**config.mk**
```make
export PLATFORM = sky130hd
export DESIGN_NAME = packet_command_chaining
export DESIGN_NICKNAME = d
export VERILOG_FILES = /design/src/hdl/chain_pkg.sv /design/src/hdl/packet_command_chaining.sv
export SDC_FILE = /design/constraint.sdc
export NUM_CORES = 1
export LEC_CHECK = 0
export ABC_CLOCK_PERIOD_IN_PS = 6200
export BUFFER_PORTS_ARGS = -buffer_cell sky130_fd_sc_hd__clkbuf_2
export CORE_ASPECT_RATIO = 0.7
export CORE_UTILIZATION = 50
export CTS_CLUSTER_DIAMETER = 40
export DETAILED_ROUTE_END_ITERATION = 6
export GPL_TIMING_DRIVEN = 1
export MAX_ROUTING_LAYER = met4
export PLACE_DENSITY = 0.73
export SETUP_SLACK_MARGIN = 0.2
export SYNTH_ARGS = -nofsm -noshare
export SYNTH_HDL_FRONTEND = slang
export SYNTH_SLANG_ARGS = --single-unit
```
**constraint.sdc**
```tcl
create_clock -name hclk -period 6.2 [get_ports hclk]
set_input_delay 0.31 -clock hclk [delete_from_list [all_inputs] [get_ports hclk]]
set_output_delay 0.31 -clock hclk [all_outputs]
set_load 0.01 [all_outputs]
```
**src/hdl/chain_pkg.sv**
```systemverilog
// Constants for the command-chaining packet controller
// Function
// - Set receive_inhibit when stored; mask gates interrupt
// - Enable-receive clears receive_inhibit, selects page
// - Long packet when byte 2 is zero
// - Layout: ids, count byte, long count byte
// - Store bytes exactly as transmitter arranges
// - Reset to non-chaining; config bit 6 chains
// - Two transmit, two receive commands and events
// - Done edges set only by completions
// - First enable-transmit clears available and ack
// - Second enable-transmit stored with its page
// - Completion sets done edge, interrupt, ack flag
// - Only clear-transmit command clears its event
// - Second interrupt waits; 200 ns inactive gap
// - Ack flag double-buffered, never interrupts
// - Next token starts stored second transmission
// - After clear, report second transmission result
// - Chaining masks gate only done edges
// - Disable-transmitter cancels oldest queued transmission
// - Receive event held until clear-receive command
// - Second receive page takes next packet
// - Disable-receiver cancels oldest unless started
package chain_pkg;

	// --------------------------------------------------------------------
	// Register map
	// --------------------------------------------------------------------
	localparam logic [7:0] CONFIG_ADDR = 8'h00;
	localparam logic [7:0] MASK_ADDR = 8'h04;
	localparam logic [7:0] COMMAND_ADDR = 8'h08;
	localparam logic [7:0] STATUS_ADDR = 8'h0C;

	// --------------------------------------------------------------------
	// Field positions
	// --------------------------------------------------------------------
	localparam int CFG_LONG_BIT = 3;
	localparam int CFG_CHAIN_BIT = 6;
	localparam logic [7:0] CONFIG_RESET = 8'h00;
	localparam int MASK_TX_BIT = 0;
	localparam int MASK_RX_BIT = 1;
	localparam logic [1:0] MASK_RESET = 2'h0;
	localparam int CMD_PAGE_LSB = 8;
	localparam int STS_TA_BIT = 0;
	localparam int STS_TMA_BIT = 1;
	localparam int STS_TTA_BIT = 2;
	localparam int STS_TRI_BIT = 3;
	localparam int STS_RI_BIT = 4;
	localparam int STS_LONG_BIT = 5;
	localparam int STS_CHAIN_BIT = 6;

	// --------------------------------------------------------------------
	// Command codes
	// --------------------------------------------------------------------
	localparam logic [3:0] CMD_ENABLE_TX = 4'h1;
	localparam logic [3:0] CMD_ENABLE_RX = 4'h2;
	localparam logic [3:0] CMD_DISABLE_TX = 4'h3;
	localparam logic [3:0] CMD_DISABLE_RX = 4'h4;
	localparam logic [3:0] CMD_CLEAR_TX = 4'h5;
	localparam logic [3:0] CMD_CLEAR_RX = 4'h6;

	// --------------------------------------------------------------------
	// Buffer layout and timing
	// --------------------------------------------------------------------
	localparam logic [8:0] SRC_ID_POS = 9'h000;
	localparam logic [8:0] DST_ID_POS = 9'h001;
	localparam logic [8:0] COUNT_POS = 9'h002;
	localparam logic [8:0] LONG_COUNT_POS = 9'h003;
	localparam int CLK_PERIOD_PS = 8000;
	localparam int IRQ_GAP_NS = 200;
	localparam int IRQ_GAP_CYCLES = (IRQ_GAP_NS * 1000 + CLK_PERIOD_PS - 1) / CLK_PERIOD_PS;

	typedef enum logic [2:0]
	{
		RX_IDLE = 3'b001,
		RX_HEAD = 3'b010,
		RX_DATA = 3'b100
	} rx_state_t;

endpackage

```
**src/hdl/packet_command_chaining.sv**
```systemverilog
// Command queueing, completion status and receive storage for the packet controller
//
// Register access over AHB-Lite and the placing of the registers are this design's own decisions.
`timescale 1ns/1ps

module packet_command_chaining #(
	parameter int PAGE_BITS = 3
)
(
	// AHB-Lite slave
	input wire logic hclk,
	input wire logic hresetn,
	input wire logic hsel,
	input wire logic [31:0] haddr,
	input wire logic [1:0] htrans,
	input wire logic hwrite,
	input wire logic [2:0] hsize,
	input wire logic hready,
	input wire logic [31:0] hwdata,
	output logic [31:0] hrdata,
	output logic hreadyout,
	output logic hresp,
	// Network core, transmit side
	input wire logic token_seen,
	input wire logic tx_complete,
	input wire logic tx_acked,
	output logic tx_go,
	output logic [PAGE_BITS-1:0] tx_page,
	output logic tx_cancel,
	// Network core, receive side
	input wire logic rx_frame_start,
	input wire logic rx_byte_valid,
	input wire logic [7:0] rx_byte,
	input wire logic rx_frame_end,
	output logic rx_enabled,
	output logic ram_we,
	output logic [PAGE_BITS+7:0] ram_addr,
	output logic [7:0] ram_wdata,
	// Host interrupt
	output logic irq
);

	// --------------------------------------------------------------------
	// Bus slave
	// --------------------------------------------------------------------
	logic wr_pend_q;
	logic [7:0] wr_addr_q;
	logic [31:0] rdata_q;
	logic [31:0] rdata_d;
	logic [7:0] config_q;
	logic [1:0] mask_q;
	logic [31:0] status_w;
	wire addr_phase = hsel && hready && htrans[1];
	wire wr_cfg = wr_pend_q && (wr_addr_q == chain_pkg::CONFIG_ADDR);
	wire wr_mask = wr_pend_q && (wr_addr_q == chain_pkg::MASK_ADDR);
	wire wr_cmd = wr_pend_q && (wr_addr_q == chain_pkg::COMMAND_ADDR);
	wire [3:0] cmd_code = hwdata[3:0];
	wire [PAGE_BITS-1:0] cmd_page = hwdata[chain_pkg::CMD_PAGE_LSB +: PAGE_BITS];
	wire chain_on = config_q[chain_pkg::CFG_CHAIN_BIT];
	wire long_on = config_q[chain_pkg::CFG_LONG_BIT];
	wire do_en_tx = wr_cmd && (cmd_code == chain_pkg::CMD_ENABLE_TX);
	wire do_en_rx = wr_cmd && (cmd_code == chain_pkg::CMD_ENABLE_RX);
	wire do_dis_tx = wr_cmd && (cmd_code == chain_pkg::CMD_DISABLE_TX);
	wire do_dis_rx = wr_cmd && (cmd_code == chain_pkg::CMD_DISABLE_RX);
	wire do_clr_tx = wr_cmd && (cmd_code == chain_pkg::CMD_CLEAR_TX);
	wire do_clr_rx = wr_cmd && (cmd_code == chain_pkg::CMD_CLEAR_RX);

	// Read mux, unmapped addresses read zero
	always_comb
	begin
		rdata_d = 32'h00000000;
		case (haddr[7:0])
			chain_pkg::CONFIG_ADDR: rdata_d = {24'h000000, config_q};
			chain_pkg::MASK_ADDR: rdata_d = {30'h00000000, mask_q};
			chain_pkg::STATUS_ADDR: rdata_d = status_w;
			default: rdata_d = 32'h00000000;
		endcase
	end

	// Address phase capture; zero-wait OKAY answers
	always_ff @(posedge hclk or negedge hresetn)
	begin
		if (!hresetn)
		begin
			wr_pend_q <= 1'b0;
			wr_addr_q <= 8'h00;
			rdata_q <= 32'h00000000;
			hreadyout <= 1'b0;
			hresp <= 1'b0;
		end
		else
		begin
			hreadyout <= 1'b1;
			hresp <= 1'b0;
			wr_pend_q <= addr_phase && hwrite;
			wr_addr_q <= haddr[7:0];
			if (addr_phase && !hwrite)
				rdata_q <= rdata_d;
		end
	end
	assign hrdata = rdata_q;

	// Configuration and mask registers
	always_ff @(posedge hclk or negedge hresetn)
	begin
		if (!hresetn)
		begin
			config_q <= chain_pkg::CONFIG_RESET;
			mask_q <= chain_pkg::MASK_RESET;
		end
		else
		begin
			if (wr_cfg)
				config_q <= hwdata[7:0];
			if (wr_mask)
				mask_q <= hwdata[1:0];
		end
	end

	// --------------------------------------------------------------------
	// Transmit command queue
	// --------------------------------------------------------------------
	logic [1:0] txq_n_q;
	logic [PAGE_BITS-1:0] txq_pg_q [2];
	logic tx_busy_q;
	logic tx_go_q;
	logic tx_cancel_q;
	wire tx_depth_ok = chain_on ? (txq_n_q < 2'd2) : (txq_n_q == 2'd0);
	wire tx_push = do_en_tx && tx_depth_ok;
	wire tx_launch = token_seen && (txq_n_q != 2'd0) && !tx_busy_q;
	wire tx_finish = tx_complete && tx_busy_q;
	wire tx_drop = do_dis_tx && (txq_n_q != 2'd0) && !tx_finish;
	wire tx_pop = tx_finish || tx_drop;

	// Oldest entry at slot 0, second command kept with its page
	always_ff @(posedge hclk or negedge hresetn)
	begin
		if (!hresetn)
		begin
			txq_n_q <= 2'd0;
			txq_pg_q[0] <= '0;
			txq_pg_q[1] <= '0;
			tx_busy_q <= 1'b0;
			tx_go_q <= 1'b0;
			tx_cancel_q <= 1'b0;
		end
		else
		begin
			tx_go_q <= tx_launch && !tx_drop;
			tx_cancel_q <= tx_drop && tx_busy_q;
			if (tx_pop)
				txq_pg_q[0] <= txq_pg_q[1];
			if (tx_push)
				txq_pg_q[(tx_pop ? txq_n_q - 2'd1 : txq_n_q) == 2'd0 ? 0 : 1] <= cmd_page;
			txq_n_q <= txq_n_q + {1'b0, tx_push} - {1'b0, tx_pop};
			if (tx_pop)
				tx_busy_q <= 1'b0;
			else if (tx_launch)
				tx_busy_q <= 1'b1;
		end
	end
	assign tx_go = tx_go_q;
	assign tx_page = txq_pg_q[0];
	assign tx_cancel = tx_cancel_q;

	// --------------------------------------------------------------------
	// Receive command queue
	// --------------------------------------------------------------------
	logic [1:0] rxq_n_q;
	logic [PAGE_BITS-1:0] rxq_pg_q [2];
	logic rx_started_q;
	logic rx_en_q;
	wire rx_depth_ok = chain_on ? (rxq_n_q < 2'd2) : (rxq_n_q == 2'd0);
	wire rx_push = do_en_rx && rx_depth_ok;
	wire rx_begin = rx_frame_start && (rxq_n_q != 2'd0);
	wire rx_finish = rx_frame_end && rx_started_q;
	wire rx_drop = do_dis_rx && (rxq_n_q != 2'd0) && !rx_started_q && !rx_begin;
	wire rx_pop = rx_finish || rx_drop;
	wire [1:0] rxq_n_d = rxq_n_q + {1'b0, rx_push} - {1'b0, rx_pop};

	// Next packet lands in the oldest enabled page
	always_ff @(posedge hclk or negedge hresetn)
	begin
		if (!hresetn)
		begin
			rxq_n_q <= 2'd0;
			rxq_pg_q[0] <= '0;
			rxq_pg_q[1] <= '0;
			rx_started_q <= 1'b0;
			rx_en_q <= 1'b0;
		end
		else
		begin
			if (rx_pop)
				rxq_pg_q[0] <= rxq_pg_q[1];
			if (rx_push)
				rxq_pg_q[(rx_pop ? rxq_n_q - 2'd1 : rxq_n_q) == 2'd0 ? 0 : 1] <= cmd_page;
			rxq_n_q <= rxq_n_d;
			rx_en_q <= (rxq_n_d != 2'd0);
			if (rx_finish)
				rx_started_q <= 1'b0;
			else if (rx_begin)
				rx_started_q <= 1'b1;
		end
	end
	assign rx_enabled = rx_en_q;

	// --------------------------------------------------------------------
	// Receive buffer write, transmitter byte order kept
	// --------------------------------------------------------------------
	chain_pkg::rx_state_t rx_st_q;
	logic [8:0] rx_pos_q;
	logic [8:0] rx_ptr_q;
	logic rx_long_q;
	logic ram_we_q;
	logic [PAGE_BITS+7:0] ram_addr_q;
	logic [7:0] ram_wdata_q;
	wire [PAGE_BITS+7:0] rx_base = {rxq_pg_q[0], 8'h00};
	wire in_head = (rx_st_q == chain_pkg::RX_HEAD);
	wire is_len = in_head && (rx_pos_q == chain_pkg::COUNT_POS);
	wire is_long_len = in_head && rx_long_q && (rx_pos_q == chain_pkg::LONG_COUNT_POS);
	wire [8:0] rx_off = in_head ? rx_pos_q : rx_ptr_q;
	wire [PAGE_BITS+7:0] rx_waddr = rx_base + {{(PAGE_BITS-1){1'b0}}, rx_off};

	// Header bytes at fixed offsets, data from the count offset on
	always_ff @(posedge hclk or negedge hresetn)
	begin
		if (!hresetn)
		begin
			rx_st_q <= chain_pkg::RX_IDLE;
			rx_pos_q <= 9'h000;
			rx_ptr_q <= 9'h000;
			rx_long_q <= 1'b0;
			ram_we_q <= 1'b0;
			ram_addr_q <= '0;
			ram_wdata_q <= 8'h00;
		end
		else
		begin
			ram_we_q <= 1'b0;
			case (rx_st_q)
				chain_pkg::RX_IDLE:
				begin
					rx_pos_q <= chain_pkg::SRC_ID_POS;
					rx_long_q <= 1'b0;
					if (rx_begin)
						rx_st_q <= chain_pkg::RX_HEAD;
				end
				chain_pkg::RX_HEAD, chain_pkg::RX_DATA:
				begin
					if (rx_byte_valid)
					begin
						ram_we_q <= 1'b1;
						ram_addr_q <= rx_waddr;
						ram_wdata_q <= rx_byte;
						rx_pos_q <= rx_pos_q + 9'h001;
						if (is_len && long_on && (rx_byte == 8'h00))
							rx_long_q <= 1'b1;
						else if (is_len || is_long_len)
						begin
							rx_ptr_q <= {1'b0, rx_byte};
							rx_st_q <= chain_pkg::RX_DATA;
						end
						else if (!in_head)
							rx_ptr_q <= rx_ptr_q + 9'h001;
					end
					if (rx_frame_end)
						rx_st_q <= chain_pkg::RX_IDLE;
				end
				default: rx_st_q <= chain_pkg::RX_IDLE;
			endcase
		end
	end
	assign ram_we = ram_we_q;
	assign ram_addr = ram_addr_q;
	assign ram_wdata = ram_wdata_q;

	// --------------------------------------------------------------------
	// Completion events, two deep per direction
	// --------------------------------------------------------------------
	logic [1:0] txe_n_q;
	logic [1:0] txe_ack_q;
	logic [1:0] rxe_n_q;
	logic [1:0] rxe_long_q;
	logic last_ack_q;
	logic [7:0] gap_q;
	wire txe_pop = do_clr_tx && (txe_n_q != 2'd0);
	wire rxe_pop = do_clr_rx && (rxe_n_q != 2'd0);
	wire txe_push = tx_finish && (txe_n_q != 2'd2 || txe_pop);
	wire rxe_push = rx_finish && (rxe_n_q != 2'd2 || rxe_pop);
	wire [1:0] txe_slot = txe_pop ? txe_n_q - 2'd1 : txe_n_q;
	wire [1:0] rxe_slot = rxe_pop ? rxe_n_q - 2'd1 : rxe_n_q;

	// Push and pop in one cycle both take effect; a completion is lost only when both slots are full and no clear arrives that cycle
	always_ff @(posedge hclk or negedge hresetn)
	begin
		if (!hresetn)
		begin
			txe_n_q <= 2'd0;
			txe_ack_q <= 2'b00;
			rxe_n_q <= 2'd0;
			rxe_long_q <= 2'b00;
			last_ack_q <= 1'b0;
			gap_q <= 8'h00;
		end
		else
		begin
			if (txe_pop)
				txe_ack_q[0] <= txe_ack_q[1];
			if (txe_push)
				txe_ack_q[txe_slot[0]] <= tx_acked;
			txe_n_q <= txe_n_q + {1'b0, txe_push} - {1'b0, txe_pop};
			if (rxe_pop)
				rxe_long_q[0] <= rxe_long_q[1];
			if (rxe_push)
				rxe_long_q[rxe_slot[0]] <= rx_long_q;
			rxe_n_q <= rxe_n_q + {1'b0, rxe_push} - {1'b0, rxe_pop};
			if (tx_push && txq_n_q == 2'd0)
				last_ack_q <= 1'b0;
			else if (tx_finish)
				last_ack_q <= tx_acked;
			if (txe_pop || rxe_pop)
				gap_q <= 8'(chain_pkg::IRQ_GAP_CYCLES);
			else if (gap_q != 8'h00)
				gap_q <= gap_q - 8'h01;
		end
	end

	// --------------------------------------------------------------------
	// Status view and interrupt
	// --------------------------------------------------------------------
	logic irq_q;
	wire gap_open = (gap_q == 8'h00);
	wire ta_w = (txq_n_q == 2'd0);
	wire ri_w = (rxq_n_q == 2'd0);
	wire tta_w = (txe_n_q != 2'd0) && gap_open;
	wire tri_w = (rxe_n_q != 2'd0) && gap_open;
	wire tma_w = chain_on ? (tta_w && txe_ack_q[0]) : last_ack_q;
	wire irq_chain = (tta_w && mask_q[chain_pkg::MASK_TX_BIT]) || (tri_w && mask_q[chain_pkg::MASK_RX_BIT]);
	wire irq_plain = (ta_w && mask_q[chain_pkg::MASK_TX_BIT]) || (ri_w && mask_q[chain_pkg::MASK_RX_BIT]);
	wire irq_d = chain_on ? irq_chain : irq_plain;

	// Status word for reads
	always_comb
	begin
		status_w = 32'h00000000;
		status_w[chain_pkg::STS_TA_BIT] = ta_w;
		status_w[chain_pkg::STS_TMA_BIT] = tma_w;
		status_w[chain_pkg::STS_TTA_BIT] = tta_w;
		status_w[chain_pkg::STS_TRI_BIT] = tri_w;
		status_w[chain_pkg::STS_RI_BIT] = ri_w;
		status_w[chain_pkg::STS_LONG_BIT] = rxe_long_q[0] && (rxe_n_q != 2'd0);
		status_w[chain_pkg::STS_CHAIN_BIT] = chain_on;
	end

	// Registered interrupt line
	always_ff @(posedge hclk or negedge hresetn)
	begin
		if (!hresetn)
			irq_q <= 1'b0;
		else
			irq_q <= irq_d;
	end
	assign irq = irq_q;

endmodule

```
==> results.cfg, run 1 <==
[drt]
routed_wl_mm = 11.9
drt-initial-drc-count = 216
num_vias = 4149
drc = 0
drtAntennaViolNets = 0
via_per_inst = 5.55
dr.pass1.iters = 4
wl_per_cell_um = 15.9

[global_route]
grt_pass1_vias = 3980
grt_max_degree = 82
track_usage_pct = 22.8
antenna_found_initial = 0
grt_pass1_wl_mm = 20.0
overflow = 0

[cts]
cts_root_buf = clkbuf_16
clkTransAtPathRegs_ns = 0.07
ctsHtreeMaxLevel = 3
clk_latency_ns = 0.35
cts_setup_buffers = 0
cts.sinks = 109
cts_tree = done
cts_made_buffers = 9
cts_buffer_depth = 2

[die]
ioPinCount = 149
die_w_um = 128
initial_core_util_pct = 52.7
die_area_sq_um = 11600
core_area_sq_um = 10600
placementRows = 31
die_h_um = 90.4

[synth]
yosysTopAreaCell = dfrtp_1
synthArstFlopShare_pct = 100
synth_top_area_share_pct = 48.4
ys_types = 67
synth_warnings = 0
syn_area_per_cell_sq_um = 10.7
synth.area.top_cells = dfrtp_1, mux2_2, buf_4, nand2_1, ha_1
synth-main-ff-cell = dfrtp_1
ys_ff_latch = 109
ys_seq_area_share_pct = 48.9
syn_area_sq_um = 5580
syn_inst = 523
synth-edff-count = 0

[setup_path]
worstPathRequired_ns = 6.43
worstPathArrival_ns = 3.25
critPathKind = reg -> reg
slowest_delay_ns = 0.82
endpoint_kind = register
cp.buffers_inverters = 1
critical_path.top_delay_family = simple AND/OR/NAND/NOR gates
path_cells = or4_1 -> nor3_1 -> nor4bb_1 -> buf_4 -> mux2_2
cpMaxStageDelayCell = nor4bb_1
worstPathMaxFanout = 5
critical_path.startpoint_type = register

[sta]
slew_headroom_pct = 26.2
tightest_slew_ns = 1.10
finalSetupViolations = 0
clock_skew_ns = 0.00846
maxSlewViolCount = 0
period_minus_slack_ns = 3.02
fmax_ghz = 0.331
period_share_pct = 48.7
rsz0062_at_grt = no
tns_ns = 0
finalHoldViolations = 0
fin_hold_ws_ns = 0.0832

[hold_path]
hold_path.class = in -> reg

[finish]
syn_to_final_growth_pct = 11.7
nFillCells = 919
num_antenna_cells = 0
multiInputGateArea_sq_um = 2610
seqCellArea_sq_um = 2730
final_layout_size_suffix_gt1_share_pct = 23.7
nNetsFinal = 698

[job]
drv_cap = 0

[status]
outcome = finished, final reports clean

[place]
routabilityCongestion = 0.876
place_hpwl_mm = 8.85
io_buffers = 74

[power]
vdd_drop_max_mv = 0.160
p_leak_nw = 2.93
power.density_nw_per_um2 = 322
[final timing paths]
check	startpoint	to	slack, ns	cells past startpoint
setup / recovery	wr_addr_q[1]	config_q[5]	3.18	5
hold / removal	haddr[5]	wr_addr_q[5]	0.08	1
setup reg to reg	wr_addr_q[1]	config_q[5]	3.18	5
hold reg to reg	txq_n_q[1]	txq_n_q[1]	0.48	1
max in group asynchronous	hresetn	hrdata[7]	4.46	3
min in group asynchronous	hresetn	wr_addr_q[0]	0.41	2
[cell families after synthesis]
kind of cell	after synthesis	share of synthesized area, %
and+or+nand+nor	187	18.2
DFF	109	48.9
AOI/OAI and AO/OA	79	9.26
buffers and inverters	55	6.01
muxes	52	10.4
xor gates and xnor gates	24	3.77
adders and majority gates	15	3.36
other	2	0.135
[per-stage QoR]
step / setup slack, ns / power (mW) / instance area (sq um) / instances / utilization, %
2_1_floorplan: 3.82 / 1.33 / 5670 / 547 / -
3_3_place_gp: 3.25 / 1.47 / 5970 / 731 / 56.4
3_5_place_dp: 3.25 / 1.50 / 5970 / 731 / 56.4
4_1_cts: 3.25 / 2.03 / 6230 / 748 / 58.9
5_1_grt: 3.05 / 2.13 / 6230 / 748 / 58.9
6_report: 3.18 / 2.01 / 6230 / 748 / 58.9
[cell usage in the layout, fill, tap and decap left out, types with 10 or more instances in the layout]
cell type,n
a21oi_1,19
clkbuf_2,73
conb_1,26
dfrtp_1,108
ha_1,15
inv_1,14
mux2_2,41
nand2_1,51
nand3_1,13
nor2_1,45
o21ai_0,15
xnor2_1,10
xor2_1,14
[layer usage]
layer | GRT usage, % | share of wire (%)
met5 | - | 0
met4 | 5.88 | 1.3
met3 | 6.58 | 6.5
met2 | 32.0 | 43
met1 | 32.2 | 49
[power by group]
part	switching (mW)	internal, mW	leakage, nW	total, mW
Combinational	0.305	0.236	1.40	0.541
Sequential	0.108	0.843	1.41	0.952
Clock	0.244	0.273	0.121	0.517
[Yosys cell counts (8+ instances only)]
cell type,number
a21oi_1,19
a31oi_1,9
and3_1,9
buf_4,29
dfrtp_1,108
ha_1,15
inv_1,14
mux2_2,41
mux2i_1,8
nand2_1,51
nand3_1,13
nor2_1,45
nor3_1,8
o21ai_0,15
xnor2_1,10
xor2_1,14
[sequential cells by signal, summed over array words and instances (netlist names), 8 cells and up]
register and cells:
config_q 8, gap_q 8, hrdata 8, ram_addr 11, ram_wdata 8, rx_pos_q 9, rx_ptr_q 9, wr_addr_q 8
[final cells by class]
| type | instances | area share (%) |
|---|---|---|
| clock inverter | 2 | 0.201 |
| sequential | 109 | 43.8 |
| tap | 148 | 2.97 |
| clock buffer | 14 | 3.91 |
| multi-input combinational | 383 | 41.8 |
| inverter | 14 | 0.843 |
| timing repair buffer | 78 | 6.50 |
[repair_timing]
action                                 CTS  global route
endpoints found under the hold margin   28             0
gates resized for setup                  0             0
hold buffers                             1             0
Power figures use the tool's default switching activity.
==> inputs of run 2 (changes only) <==
Settings changed: ABC_CLOCK_PERIOD_IN_PS 6200 to 2560, CORE_UTILIZATION 50 to 48, PLACE_DENSITY 0.73 to 0.74.
Clock period 6.2 ns to 2.56 ns, I/O delays scaled along.
==> run 2 against run 1 <==
Compared with the run above:
- global-route usage grew 0.35 points
- critical path depth grew 4
- sequential power grew 140%
- die area grew 4.1%
- via count grew 1.5%
- critical endpoint is now rx_enabled
- sequential cell count is the same
- hold slack lost 0.069 ns
- worst setup slack lost 3.0 ns
- total power grew to 2.6 times the previous value
- highest routed layer unchanged
- clock-buffer cell count shrank 2
- maximum frequency grew 27%
==> results.cfg, run 2 (synthesis results as in run 1) <==
[finish]
final_layout_size_suffix_gt1_share_pct = 28.4
layout_commonest_cell = dfrtp_1
largest_register_ff_count = 11
postLayoutCellArea_sq_um = 6650
final_cell_mix = dfrtp_1, clkbuf_2, nand2_1
syn_to_final_growth_pct = 19.2
nNetsFinal = 730
num_antenna_cells = 0

[sta]
tns_ns = 0
period_share_pct = 92.9
period_minus_slack_ns = 2.38
clock_skew_ns = 0.0101
rsz0062_at_grt = yes
maxSlewViolCount = 0
slew_headroom_pct = 61.8
finalSetupViolations = 0
tightest_slew_ns = 0.567
fin_ws_ns = 0.181
finalHoldViolations = 0
fmax_ghz = 0.420

[setup_path]
critPathKind = reg -> reg
endpoint_kind = register
critical_path.startpoint_type = register
startpoint = wr_addr_q[1]
rr_worst_depth = 9
worstPathArrival_ns = 2.62
worstPathRequired_ns = 2.80
r2r_start = wr_addr_q[1]
worstPathMaxFanout = 2

[status]
outcome = finished, final reports clean

[hold_path]
hold_path.class = in -> reg
hold_depth = 2
hp-start = hwdata[4]

[global_route]
grt_pass1_vias = 4147
antenna_found_initial = 0
grt_pass1_wl_mm = 20.5
track_usage_pct = 23.1
grt_max_degree = 54
overflow = 0

[power]
switching_share_pct = 31.3
power.internal_mw = 3.61
power.density_nw_per_um2 = 789
switching_power_mw = 1.64
clock_power_share_pct = 29.1
p_comb_share_pct = 27.3
vdd_drop_max_mv = 0.536
sequentialPowerShare_pct = 43.6
p_leak_nw = 3.14

[place]
place_hpwl_mm = 9.27
routabilityCongestion = 0.922
io_buffers = 74
place_area_sq_um = 6160
place_ws_ns = 0.154

[die]
die_area_sq_um = 12100
placementRows = 32
core_area_sq_um = 11200
die_h_um = 92.2
initial_core_util_pct = 50.0
ioPinCount = 149
die_w_um = 131

[cts]
clkTransAtPathRegs_ns = 0.07
clk_latency_ns = 0.35
cts_buffer_depth = 2
cts_tree = done
cts_root_buf = clkbuf_16
ctsHtreeMaxLevel = 3
cts.sinks = 109
cts_made_buffers = 9

[drt]
dr.pass1.iters = 4
routed_wl_mm = 12.4
via_per_inst = 5.37
drc = 0
drtAntennaViolNets = 0
num_vias = 4210
drt-initial-drc-count = 306
wl_per_cell_um = 15.8

[job]
drv_cap = 0
==> run 2: cell count changes in the layout (fill, tap and decap cells not counted), moves of 2 or more <==
cell and change:
buf_4 +22, bufinv_16 +2, clkbuf_1 -4, clkbuf_8 +2, dlygate4sd3_1 +9, nor4bb_1 -2, or4_1 -2, or4_4 +2
==> run 2: per-layer routing <==
metal	GRT usage, %	share of wire (%)	up-vias
met1	33.1	50	2032
met5	-	0	-
met4	6.13	1.0	0
li1	-	-	2022
met2	32.6	43	145
met3	5.72	6.1	11
==> run 2: path summary, 6_finish.rpt <==
| check | endpoint | slack [ns] |
|---|---|---|
| max | rx_enabled | 0.18 |
| min | config_q[4] | 0.01 |
| max reg2reg | rx_enabled | 0.18 |
| min reg2reg | hrdata[5] | 0.49 |
| max in group asynchronous | rx_st_q[0] | 1.57 |
| min in group asynchronous | txq_n_q[1] | 0.27 |
==> run 2: power groups by stage <==
stage                     combinational, mW  clock, mW  sequential (mW)
after floorplan                       0.898          0             2.32
after global placement                 1.34          0             2.30
after detailed placement               1.39          0             2.31
after CTS                              1.41       1.56             2.29
after global routing                   1.61       1.62             2.33
final                                  1.43       1.53             2.29
==> run 2: final cells by class <==
class                           count  area, sq um
Tap cell                          153          191
Multi-Input combinational cell    383         2680
Clock buffer                       12          256
Sequential cell                   109         2730
Timing Repair Buffer              110          681
Inverter                           14         52.6
Fill cell                         962         4520
Clock inverter                      3         68.8
==> run 2: repair_timing <==
action                                  4_1_cts  5_1_grt
endpoints found under the hold margin        43        0
pin swaps                                     1        4
hold buffers                                 10        0
endpoints found under the setup margin       11       25
setup buffers                                 1        0
resized for setup                             5        9
==> run 2: per-stage QoR <==
stage | hold slack [ns] | utilization (%) | total power [mW] | instances
2_1_floorplan | -0.168 | - | 3.22 | 547
3_3_place_gp | 0.107 | 55.2 | 3.64 | 758
3_5_place_dp | 0.113 | 55.2 | 3.70 | 758
4_1_cts | 0.00462 | 59.2 | 5.26 | 784
5_1_grt | 0.0175 | 59.6 | 5.57 | 784
6_report | 0.0145 | 59.6 | 5.25 | 784
==> run 2: worst max-delay path, cell delays in order (launching register included) <==
cell and delay (ns):
dfrtp_1 0.38, or4_4 0.56, nor4_4 0.16, nand3_1 0.11
ha_1 0.29, inv_1 0.04, ha_1 0.19, xnor2_2 0.14
xnor2_1 0.13, or2_2 0.27
==> inputs of run 3 (changes only) <==
==> constraint.sdc (replaced) <==
create_clock -name hclk -period 2.56 [get_ports hclk]
set_input_delay 0.512 -clock hclk [delete_from_list [all_inputs] [get_ports hclk]]
set_output_delay 0.512 -clock hclk [all_outputs]
set_load 0.01 [all_outputs]
==> run 3 against run 2 <==
Compared with the run above:
- die area is the same
- clock-buffer cell count shrank 2
- design area is 0.19% lower
==> results.cfg, run 3 (synthesis results as in run 1) <==
[global_route]
grt_max_degree = 41
antenna_found_initial = 0
track_usage_pct = 23.0
grt_pass1_vias = 4115
overflow = 0
grt_pass1_wl_mm = 20.5

[finish]
num_antenna_cells = 0
stdcell_count = 781
nFillCells = 952
layout_commonest_cell = dfrtp_1
syn_to_final_growth_pct = 19.0
final_cell_mix = dfrtp_1, clkbuf_2, nand2_1
largest_register_ff_count = 11
nNetsFinal = 726
postLayoutCellArea_sq_um = 6640
final_layout_size_suffix_gt1_share_pct = 30.9
seqCellArea_sq_um = 2730
multiInputGateArea_sq_um = 2740

[cts]
clkTransAtPathRegs_ns = 0.07
cts_buffer_depth = 2
ctsHtreeMaxLevel = 3
cts-hold-fix-buffers = 0
cts_root_buf = clkbuf_16
clk_latency_ns = 0.34
cts_tree = done
cts.sinks = 109
cts_made_buffers = 9

[drt]
via_per_inst = 5.48
drc = 0
drtAntennaViolNets = 0
dr.pass1.iters = 7
wl_per_cell_um = 16.1
drt-initial-drc-count = 271
routed_wl_mm = 12.6
num_vias = 4279

[sta]
fmax_ghz = 0.404
finalSetupViolations = 0
finalHoldViolations = 0
rsz0062_at_grt = yes
slew_headroom_pct = 60.9
tightest_slew_ns = 0.581
period_share_pct = 96.6
maxSlewViolCount = 0
clock_skew_ns = 0.00753
period_minus_slack_ns = 2.47

[status]
outcome = finished, final reports clean

[setup_path]
regToRegEndpoint = rx_enabled
worstPathRequired_ns = 2.80
rrSetupSlack_ns = 0.09
crit_cells = 9
rr_worst_depth = 9
endpoint_kind = register
critPathKind = reg -> reg
critical_path.startpoint_type = register
setup.worst_path.end = rx_enabled
worstPathArrival_ns = 2.71
r2r_start = wr_addr_q[0]
startpoint = wr_addr_q[0]
worstPathMaxFanout = 2
cp.buffers_inverters = 1
path_cells = or4_4 -> nor4_4 -> nand3_2 -> ha_4 -> inv_2 -> ha_4 -> xnor2_2 -> xnor2_1 -> or2_4
cpMaxStageDelayCell = or4_4
crit_top_cell = ha_4
critical_path.top_delay_family = simple AND/OR/NAND/NOR gates
slowest_delay_ns = 0.57

[power]
p_leak_nw = 3.12
vdd_drop_max_mv = 0.554
power.density_nw_per_um2 = 777

[die]
initial_core_util_pct = 50.0
die_h_um = 92.2
ioPinCount = 149
core_area_sq_um = 11200
die_area_sq_um = 12100
die_w_um = 131
placementRows = 32

[place]
place_hpwl_mm = 9.30
io_buffers = 74
place_inst = 761
routabilityCongestion = 0.885
place_area_sq_um = 6180

[job]
drv_cap = 0

[hold_path]
hold_path.class = in -> async
## run 3: final cells by class
class                      count  area share [%]
multi-input combinational    383            41.3
sequential                   109            41.1
timing repair buffer         106            9.42
clock buffer                  10            3.60
tap                          153            2.88
clock inverter                 6           0.923
inverter                      14           0.791
## run 3: stage by stage
step | hold WS, ns | setup WS [ns] | TNS, ns | total power [mW] | util (%)
after detailed placement | 0.462 | 0.00277 | 0 | 3.69 | 55.4
after floorplan | 0.216 | 0.206 | 0 | 3.22 | -
after global routing | 0.175 | -0.0269 | -0.0269 | 5.47 | 59.5
final | 0.142 | 0.0875 | 0 | 5.16 | 59.5
after global placement | 0.461 | 0.122 | 0 | 3.62 | 55.4
after CTS | 0.152 | 0.0892 | 0 | 5.11 | 58.2
## run 3: where the power goes
part	total [mW]	switching [mW]	internal [mW]	leakage [nW]
combinational	1.45	0.794	0.659	1.56
clock	1.40	0.616	0.784	0.149
sequential	2.31	0.265	2.04	1.41
total	5.16	1.68	3.48	3.12
## run 3: metal layers
metal | share of wire [%] | up-vias | GRT usage, %
met5 | 0 | - | -
met4 | 1.5 | 0 | 6.23
met3 | 6.0 | 20 | 4.96
met2 | 45 | 145 | 32.9
met1 | 48 | 2089 | 33.0
li1 | - | 2025 | -
## run 3: worst min-delay path by stage
stage / from / end / depth (start not counted)
detailed placement: txq_n_q[1] / txq_n_q[1] / 1
global placement: txq_n_q[1] / txq_n_q[1] / 1
CTS: hresetn / tx_page[1] / 1
finish: hresetn / tx_page[1] / 1
global route: hresetn / tx_page[0] / 1
floorplan: hresetn / config_q[0] / 0
## run 3: worst register-to-register path: stages (launching register included)
cell	delay, ns
dfrtp_1	0.38
or4_4	0.57
nor4_4	0.28
nand3_2	0.16
ha_4	0.30
inv_2	0.04
ha_4	0.15
xnor2_2	0.12
xnor2_1	0.14
or2_4	0.23
## run 3: what timing repair did
action	4_1_cts	5_1_grt
setup buffers	1	3
resized for setup	3	23
pin swaps	1	10
setup endpoints to repair	9	36
